<file path="src/rtl/cfi_query_regs.svh">
`ifndef CFI_QUERY_REGS_SVH
`define CFI_QUERY_REGS_SVH

// query word addresses
`define QA_PROT_PTR0     9'h11D
`define QA_PROT_PTR1     9'h11E
`define QA_PROT_PTR2     9'h11F
`define QA_PROT_PTR3     9'h120
`define QA_FACT_GRP_LO   9'h121
`define QA_FACT_GRP_HI   9'h122
`define QA_FACT_SIZE     9'h123
`define QA_USER_GRP_LO   9'h124
`define QA_USER_GRP_HI   9'h125
`define QA_USER_SIZE     9'h126
`define QA_PAGE_CAP      9'h127
`define QA_SYNC_COUNT    9'h128
`define QA_SYNC_CFG1     9'h129
`define QA_SYNC_CFG2     9'h12A
`define QA_SYNC_CFG3     9'h12B

// query byte values
`define QV_PROT_PTR0     8'h89
`define QV_ZERO          8'h00
`define QV_USER_GRP_LO   8'h10
`define QV_USER_SIZE     8'h04
`define QV_PAGE_CAP      8'h00
`define QV_SYNC_COUNT    8'h03
`define QV_SYNC_CFG1     8'h02
`define QV_SYNC_CFG2     8'h03
`define QV_SYNC_CFG3     8'h07
`define QV_BURST_CONT    3'h7

// field layout of a capability byte
`define SYNC_CODE_MSB    2
`define SYNC_CODE_LSB    0

`endif

</file>
<file path="src/rtl/cfi_query_pkg.sv">
package cfi_query_pkg;

    typedef struct packed {
        logic        rd;
        logic [8:0]  addr;
    } query_req_s;

    typedef struct packed {
        logic        valid;
        logic        hit;
        logic [15:0] data;
    } query_rsp_s;

endpackage

</file>
<file path="src/rtl/cfi_query_rom.sv">
`timescale 1ns/1ps
`include "cfi_query_regs.svh"

// combinational lookup of the otp and burst query bytes
module cfi_query_rom
    import cfi_query_pkg::*;
(
    input  wire logic [8:0] i_addr,
    output logic            o_hit,
    output logic [7:0]      o_byte
);

    // address to byte table
    always_comb begin
        o_hit  = 1'b1;
        o_byte = `QV_ZERO;
        if (i_addr == `QA_PROT_PTR0) begin
            o_byte = `QV_PROT_PTR0;
        end else if (i_addr == `QA_PROT_PTR1 ||
                     i_addr == `QA_PROT_PTR2 ||
                     i_addr == `QA_PROT_PTR3) begin
            o_byte = `QV_ZERO;
        end else if (i_addr == `QA_FACT_GRP_LO ||
                     i_addr == `QA_FACT_GRP_HI) begin
            o_byte = `QV_ZERO;
        end else if (i_addr == `QA_FACT_SIZE) begin
            o_byte = `QV_ZERO;
        end else if (i_addr == `QA_USER_GRP_LO) begin
            o_byte = `QV_USER_GRP_LO;
        end else if (i_addr == `QA_USER_GRP_HI) begin
            o_byte = `QV_ZERO;
        end else if (i_addr == `QA_USER_SIZE) begin
            o_byte = `QV_USER_SIZE;
        end else if (i_addr == `QA_PAGE_CAP) begin
            o_byte = `QV_PAGE_CAP;
        end else if (i_addr == `QA_SYNC_COUNT) begin
            o_byte = `QV_SYNC_COUNT;
        end else if (i_addr == `QA_SYNC_CFG1) begin
            o_byte = `QV_SYNC_CFG1;
        end else if (i_addr == `QA_SYNC_CFG2) begin
            o_byte = `QV_SYNC_CFG2;
        end else if (i_addr == `QA_SYNC_CFG3) begin
            o_byte = `QV_SYNC_CFG3;
        end else begin
            o_hit = 1'b0;
        end
    end

endmodule

</file>
<file path="src/rtl/cfi_query_otp_burst_info.sv">
// What this block does
// - protection lock pointer: four bytes, 89h then three zeros
// - factory group count low and high bytes both read zero
// - factory size exponent byte reads zero
// - user group count reads 10h low, 00h high
// - user bytes per group byte reads 04h, sixteen bytes
// - page mode capability byte reads zero, no page buffer
// - synchronous configuration field count reads three
// - capability code in bits 0-2, upper bits reserved; first reads 02h
// - second capability field reads 03h, sixteen words
// - third capability field reads 07h, continuous burst
`timescale 1ns/1ps
`include "cfi_query_regs.svh"

module cfi_query_otp_burst_info
    import cfi_query_pkg::*;
(
    input  wire logic        i_sys_clk,
    input  wire logic        i_rst_b,
    input  wire logic        i_query_mode,
    input  wire logic        i_rd,
    input  wire logic [8:0]  i_addr,
    output logic             o_valid,
    output logic             o_hit,
    output logic [15:0]      o_data,
    output logic [15:0]      o_burst_words,
    output logic             o_burst_cont
);

    query_req_s req;
    query_rsp_s rsp_q;
    logic       rom_hit;
    logic [7:0] rom_byte;
    logic [2:0] code_sel;

    assign req = '{rd: i_rd & i_query_mode, addr: i_addr};

    cfi_query_rom u_rom (
        .i_addr (req.addr),
        .o_hit  (rom_hit),
        .o_byte (rom_byte)
    );

    // burst length decode of a capability code
    function automatic logic [15:0] burst_len(input logic [2:0] code);
        burst_len = 16'h0000;
        if (code != `QV_BURST_CONT) begin
            burst_len = 16'h0001 << (code + 3'h1);
        end
    endfunction

    // true for the three capability field addresses
    function automatic logic is_cap_addr(input logic [8:0] addr);
        is_cap_addr = (addr == `QA_SYNC_CFG1) ||
                      (addr == `QA_SYNC_CFG2) ||
                      (addr == `QA_SYNC_CFG3);
    endfunction

    assign code_sel = rom_byte[`SYNC_CODE_MSB:`SYNC_CODE_LSB];

    // read answer, one cycle after the request
    always_ff @(posedge i_sys_clk or negedge i_rst_b) begin
        if (!i_rst_b) begin
            rsp_q <= '0;
        end else begin
            rsp_q.valid <= req.rd;
            rsp_q.hit   <= req.rd & rom_hit;
            if (req.rd && rom_hit) begin
                rsp_q.data <= {8'h00, rom_byte};
            end else begin
                rsp_q.data <= 16'h0000;
            end
        end
    end

    // decoded burst length of the capability byte last read
    always_ff @(posedge i_sys_clk or negedge i_rst_b) begin
        if (!i_rst_b) begin
            o_burst_words <= 16'h0000;
            o_burst_cont  <= 1'b0;
        end else if (req.rd && rom_hit && is_cap_addr(req.addr)) begin
            o_burst_words <= burst_len(code_sel);
            o_burst_cont  <= (code_sel == `QV_BURST_CONT);
        end
    end

    // registered answer onto the output pins
    assign o_valid = rsp_q.valid;
    assign o_hit   = rsp_q.hit;
    assign o_data  = rsp_q.data;

    // answer framing: one pulse per taken read, quiet otherwise
    valid_pulse_a: assert property (@(posedge i_sys_clk)
        disable iff (!i_rst_b)
        req.rd |=> o_valid)
        else $error("taken read gave no answer");

    idle_quiet_a: assert property (@(posedge i_sys_clk)
        disable iff (!i_rst_b)
        !req.rd |=> !o_valid && !o_hit && o_data == 16'h0000)
        else $error("answer without a taken read");

    mode_gate_a: assert property (@(posedge i_sys_clk)
        disable iff (!i_rst_b)
        !i_query_mode |=> !o_valid)
        else $error("answer while not in query mode");

    no_query_a: assert property (@(posedge i_sys_clk)
        disable iff (!i_rst_b)
        (i_rd && !i_query_mode) |=> !o_valid && o_data == 16'h0000)
        else $error("answer outside query mode");

    upper_zero_a: assert property (@(posedge i_sys_clk)
        disable iff (!i_rst_b)
        o_valid |-> o_data[15:8] == 8'h00)
        else $error("upper data lines not zero");

    hit_valid_a: assert property (@(posedge i_sys_clk)
        disable iff (!i_rst_b)
        o_hit |-> o_valid)
        else $error("hit without valid");

    miss_zero_a: assert property (@(posedge i_sys_clk)
        disable iff (!i_rst_b)
        (o_valid && !o_hit) |-> o_data == 16'h0000)
        else $error("miss returned data");

    outside_miss_a: assert property (@(posedge i_sys_clk)
        disable iff (!i_rst_b)
        (req.rd && (i_addr < `QA_PROT_PTR0 || i_addr > `QA_SYNC_CFG3))
        |=> o_valid && !o_hit)
        else $error("address outside table hit");

    inside_hit_a: assert property (@(posedge i_sys_clk)
        disable iff (!i_rst_b)
        (req.rd && i_addr >= `QA_PROT_PTR0 && i_addr <= `QA_SYNC_CFG3)
        |=> o_valid && o_hit)
        else $error("address inside table missed");

    // protection and otp fields
    prot_ptr_a: assert property (@(posedge i_sys_clk)
        disable iff (!i_rst_b)
        (req.rd && i_addr == `QA_PROT_PTR0) |=> o_hit && o_data == 16'h0089)
        else $error("lock pointer low byte wrong");

    prot_zero_a: assert property (@(posedge i_sys_clk)
        disable iff (!i_rst_b)
        (req.rd && i_addr >= `QA_PROT_PTR1 && i_addr <= `QA_PROT_PTR3)
        |=> o_hit && o_data == 16'h0000)
        else $error("lock pointer upper byte not zero");

    prot_hi_a: assert property (@(posedge i_sys_clk)
        disable iff (!i_rst_b)
        (req.rd && i_addr >= `QA_PROT_PTR1 && i_addr <= `QA_FACT_SIZE)
        |=> o_hit && o_data == 16'h0000)
        else $error("pointer or factory byte not zero");

    fact_grp_a: assert property (@(posedge i_sys_clk)
        disable iff (!i_rst_b)
        (req.rd && (i_addr == `QA_FACT_GRP_LO || i_addr == `QA_FACT_GRP_HI))
        |=> o_hit && o_data == 16'h0000)
        else $error("factory group count not zero");

    fact_size_a: assert property (@(posedge i_sys_clk)
        disable iff (!i_rst_b)
        (req.rd && i_addr == `QA_FACT_SIZE) |=> o_hit && o_data == 16'h0000)
        else $error("factory size exponent not zero");

    user_grp_a: assert property (@(posedge i_sys_clk)
        disable iff (!i_rst_b)
        (req.rd && i_addr == `QA_USER_GRP_LO) |=> o_hit && o_data == 16'h0010)
        else $error("user group count wrong");

    user_hi_a: assert property (@(posedge i_sys_clk)
        disable iff (!i_rst_b)
        (req.rd && i_addr == `QA_USER_GRP_HI) |=> o_hit && o_data == 16'h0000)
        else $error("user group count high byte wrong");

    user_size_a: assert property (@(posedge i_sys_clk)
        disable iff (!i_rst_b)
        (req.rd && i_addr == `QA_USER_SIZE) |=> o_hit && o_data == 16'h0004)
        else $error("user group size wrong");

    // burst read capability table
    page_cap_a: assert property (@(posedge i_sys_clk)
        disable iff (!i_rst_b)
        (req.rd && i_addr == `QA_PAGE_CAP) |=> o_hit && o_data == 16'h0000)
        else $error("page capability wrong");

    sync_cnt_a: assert property (@(posedge i_sys_clk)
        disable iff (!i_rst_b)
        (req.rd && i_addr == `QA_SYNC_COUNT) |=> o_hit && o_data == 16'h0003)
        else $error("sync field count wrong");

    burst_eight_a: assert property (@(posedge i_sys_clk)
        disable iff (!i_rst_b)
        (req.rd && i_addr == `QA_SYNC_CFG1)
        |=> o_data == 16'h0002 && o_burst_words == 16'h0008)
        else $error("first burst field wrong");

    cap_reserved_a: assert property (@(posedge i_sys_clk)
        disable iff (!i_rst_b)
        (req.rd && is_cap_addr(i_addr)) |=> o_data[7:3] == 5'h00)
        else $error("reserved capability bits set");

    burst_sixteen_a: assert property (@(posedge i_sys_clk)
        disable iff (!i_rst_b)
        (req.rd && i_addr == `QA_SYNC_CFG2)
        |=> o_data == 16'h0003 && o_burst_words == 16'h0010)
        else $error("second burst field wrong");

    burst_cont_a: assert property (@(posedge i_sys_clk)
        disable iff (!i_rst_b)
        (req.rd && i_addr == `QA_SYNC_CFG3)
        |=> o_data == 16'h0007 && o_burst_cont)
        else $error("third burst field wrong");

    // decoded burst length outputs
    cont_words_a: assert property (@(posedge i_sys_clk)
        disable iff (!i_rst_b)
        o_burst_cont |-> o_burst_words == 16'h0000)
        else $error("continuous burst with a length");

    cont_clear_a: assert property (@(posedge i_sys_clk)
        disable iff (!i_rst_b)
        (req.rd && (i_addr == `QA_SYNC_CFG1 || i_addr == `QA_SYNC_CFG2))
        |=> !o_burst_cont)
        else $error("fixed burst flagged continuous");

    words_pow_a: assert property (@(posedge i_sys_clk)
        disable iff (!i_rst_b)
        !o_burst_cont |-> $onehot0(o_burst_words) && !o_burst_words[0])
        else $error("burst length not a power of two");

    burst_hold_a: assert property (@(posedge i_sys_clk)
        disable iff (!i_rst_b)
        !(req.rd && is_cap_addr(i_addr))
        |=> $stable(o_burst_words) && $stable(o_burst_cont))
        else $error("burst decode changed without a read");

endmodule

</file>
<file path="config.mk">
export PLATFORM = sky130hd
export DESIGN_NAME = cfi_query_otp_burst_info
export DESIGN_NICKNAME = d
export VERILOG_FILES = /design/src/rtl/cfi_query_pkg.sv /design/src/rtl/cfi_query_rom.sv /design/src/rtl/cfi_query_otp_burst_info.sv
export VERILOG_INCLUDE_DIRS = /design/src /design/src/rtl
export SDC_FILE = /design/constraint.sdc
export NUM_CORES = 1
export LEC_CHECK = 0
export BUFFER_PORTS_ARGS = -buffer_cell sky130_fd_sc_hd__buf_4
export CORE_UTILIZATION = 40
export CTS_CLUSTER_SIZE = 30
export DETAILED_ROUTE_END_ITERATION = 16
export GPL_ROUTABILITY_DRIVEN = 0
export PLACE_DENSITY = 0.75
export SETUP_SLACK_MARGIN = 0.15
export SLEW_MARGIN = 20
export SYNTH_ARGS = -nofsm -noshare
export SYNTH_HDL_FRONTEND = slang
export SYNTH_SLANG_ARGS = --single-unit
</file>
<file path="constraint.sdc">
create_clock -name i_sys_clk -period 0.8 [get_ports i_sys_clk]
set_input_delay 0.16 -clock i_sys_clk [delete_from_list [all_inputs] [get_ports i_sys_clk]]
set_output_delay 0.16 -clock i_sys_clk [all_outputs]
set_load 0.03 [all_outputs]
</file>
==> results.md <==
- Failing checks: setup timing
- CTS sink cnt: 16
- CP Max Fanout: 2
- Initial core utilization: roughly 42%
- CTS tree: yes
- Core area: 2191 um^2
- Ys flop type: dfrtp_1
- Post-synthesis cell area: 920.9 um^2
- GRT Overall Usage: 18.32%
- Global route overflow: 0
- Post-Layout Cell Count: roughly 180
- Worst vdd ir: 807.8 uV
- Max-Cap Viols: 0
- RSZ-0062 raised after global routing: true
- Routed WL: 2.336 mm
- Worst stage delay on the critical path: around 0.25 ns
- Syn avg cell area: 10.71 um^2
- Worst endpoint data arrival time: around 1.3 ns
- I/O Buffers: 29
- Die extent in y: around 50 um
- Cell Count Post-Placement: ~160
- Slowest-stage cell, CP: mux2_4
- Crit. End Element: flip-flop
- Area leader, netlist: dfrtp_1
- DRC viols: 0
- Nets: 163
- Routed Antenna Nets: 0
- First-pass GRT wire length: 3.456 mm
- Slew Viols, Final: 0
- CP Data Required Time: between 0.9 and 1 ns
- Synth warn: 0
- CTS max path bufs: 2
- CP Cell Sequence: buf_8 > nor3b_4 > o2111ai_2 > buf_4 > ha_4 > nor2b_1 > mux2_4
- Final Hold Viols: 0
- Clock latency on the worst-skew pair: roughly 0.28 ns
- Clock transition at path regs: 0.08 ns
- WL per Instance: 13.35 um
- Root Driver: clkbuf_4
- Std cell rows: 17
- Power Density: 1054 nW/um^2
- Placed inst area: approximately 1200 um^2
- Number of synthesized register bits: 16
- Internal power: 0.001215 W
- Crit path max-delay family: simple AND/OR/NAND/NOR gates
- Post-synth ARST share: 100.0%
- Min cycle time layout: 1.163 ns
- Comb pwr share: 27.6%
- Final setup violation count: 28
- Leak: 0.8319 nW
- Maximum clock frequency: 859.7 MHz
- Sequential element share of the synthesized area: 43.48%
- Post-synth top cells: 19 x buf_4, 16 x dfrtp_1, 8 x nor2b_1
- Clock Power Share: 24.4%
- Switch Pwr: 0.0005181 W
- Count of flip-flops with a built-in enable after synthesis: 0
- DRC marker count from the first detailed-route iteration: 20
- Vias: roughly 830
- Crit share post-route: 145.4%
- Bufs and invs on worst path: 2
- Vias in the first global route: 850
- Worst hold path type: input pin to flip-flop
- Die W: around 50 um
- Hpwl dp: approximately 1.4 mm
- DIE AREA: 2498 um^2
- Flop pwr share: around 48%
- Sw frac: 29.89%
- Post-synthesis cell count: 86
- Largest cells by area after synthesis: dfrtp_1 43%, buf_4 15%, nor2b_1 5.4%
- Max H-tree Level: 1
- Vias per inst: around 4.8
- Ant diodes: 0
- Yosys cell types: 25
- Initial antenna violation count: 0
- Crit Reg-Reg Startpoint: o_burst_words[4]
- Post-route cell area: 1645 um^2
- Share of cells above drive strength 1: 60.54%
- Outcome: finished with violations
- Startpoint Class: input pin
- Largest net degree at the start of global routing: 17
- Crit Path Class: input pin to flip-flop
- Ports: 48
- Post-synth top area share: 43.48%
- Most numerous cell in the Yosys netlist: buf_4
- Worst setup margin: -0.3633 ns
- Worst setup path start: i_addr[6]
- Clk_skew: 0 ns
- CTS buffer count: 3
- Hold Path Origin: i_addr[2]
- Drt first pass iters: 4
- Area growth syn-to-layout: 78.67%
[cells in the final DEF (no fill, tap or decap), drive strengths merged]
cell type,count
buf,59
and4bb,1
nand4b,3
dlygate4sd3,1
and3b,1
nor2b,8
ha,2
dfrtp,16
nor3b,3
nor3,2
mux2,2
and2,1
nand2,4
nand2b,1
conb,18
a2bb2oi,1
nand4,3
a2111oi,1
and4b,1
clkbuf,4
o2111ai,1
and3,3
nor2,4
inv,4
mux2i,3
[final timing paths]
check | slack, ns | endpoint | cells past startpoint
max | -0.36 | o_burst_words[4] | 7
min | 0.21 | o_data[0] | 4
max reg2reg | -0.10 | o_burst_words[4] | 2
min reg2reg | 0.54 | o_burst_words[1] | 1
max in group asynchronous | 0.34 | o_data[3] | 2
min in group asynchronous | 0.27 | o_burst_words[1] | 2
[power by group through the flow]
stage	combinational, W	sequential, W	clock (W)
3_5_place_dp	0.000359	0.000844	0
5_1_grt	0.000505	0.000833	0.000452
4_1_cts	0.000444	0.000829	0.000425
3_3_place_gp	0.000351	0.000843	0
2_1_floorplan	0.000241	0.000871	0
6_report	0.000479	0.000831	0.000423
[worst min-delay path, cell delays in order]
cell and delay (ns):
buf_8 0.09, nor3b_4 0.06, nand2_2 0.08, a2111oi_4 0.07
[layer usage]
layer / share of wire [%] / global-route usage [%] / wire [um] / vias to the layer above
met4: 1.2 / 8.095 / 27 / 0
met1: 34 / 17.74 / 785 / 408
met3: 4.5 / 0.9259 / 106 / 2
met5: 0 / 0 / 0 / -
met2: 61 / 38.00 / 1417 / 44
li1: - / - / - / 380
[per-stage QoR]
step                TNS, ns  worst slack (ns)  hold slack [ns]  total power (W)  util (%)
floorplan            -3.265           -0.4802          -0.1356         0.001111         -
global placement     -6.786           -0.6936          0.01821         0.001194     56.14
detailed placement   -7.258           -0.7535          0.02145         0.001203     56.14
CTS                  -5.162           -0.3477           0.1668         0.001698     71.84
global route         -6.669           -0.4329           0.2092         0.001790     75.10
finish               -5.797           -0.3633           0.2078         0.001734     75.10
[registers in the layout (all words and copies together) (netlist names)]
| name | cells |
|---|---|
| o_valid | 1 |
| o_hit | 1 |
| o_burst_cont | 1 |
| o_data | 5 |
| o_burst_words | 8 |
[final cells by class]
| class | instances | area, um^2 |
|---|---|---|
| Clock buffer | 4 | 26.28 |
| Fill cell | 144 | 545.5 |
| Inverter | 4 | 15.01 |
| Multi-Input combinational cell | 63 | 583.1 |
| Sequential cell | 16 | 401.6 |
| Tap cell | 28 | 35.03 |
| Timing Repair Buffer | 60 | 584.3 |
[cell families (layout without fill, tap and decap cells)]
family | after synthesis | count (layout) | synth area share [%]
fa+ha+maj | 2 | 2 | 2.717
compound gates | 3 | 3 | 2.990
other cells | 1 | 18 | 0.4072
flops | 16 | 16 | 43.48
mux | 5 | 5 | 6.522
buf+inv | 24 | 68 | 18.34
simple gates | 35 | 35 | 25.55
[timing repair]
action                                 CTS  global route
hold buffers                             1             0
endpoints found under the hold margin   16             0
buffers inserted                        11             3
pin swaps                               13             6
setup endpoints to repair               31            31
gates resized for setup                 51            11
(Power assumes the default switching activity.)
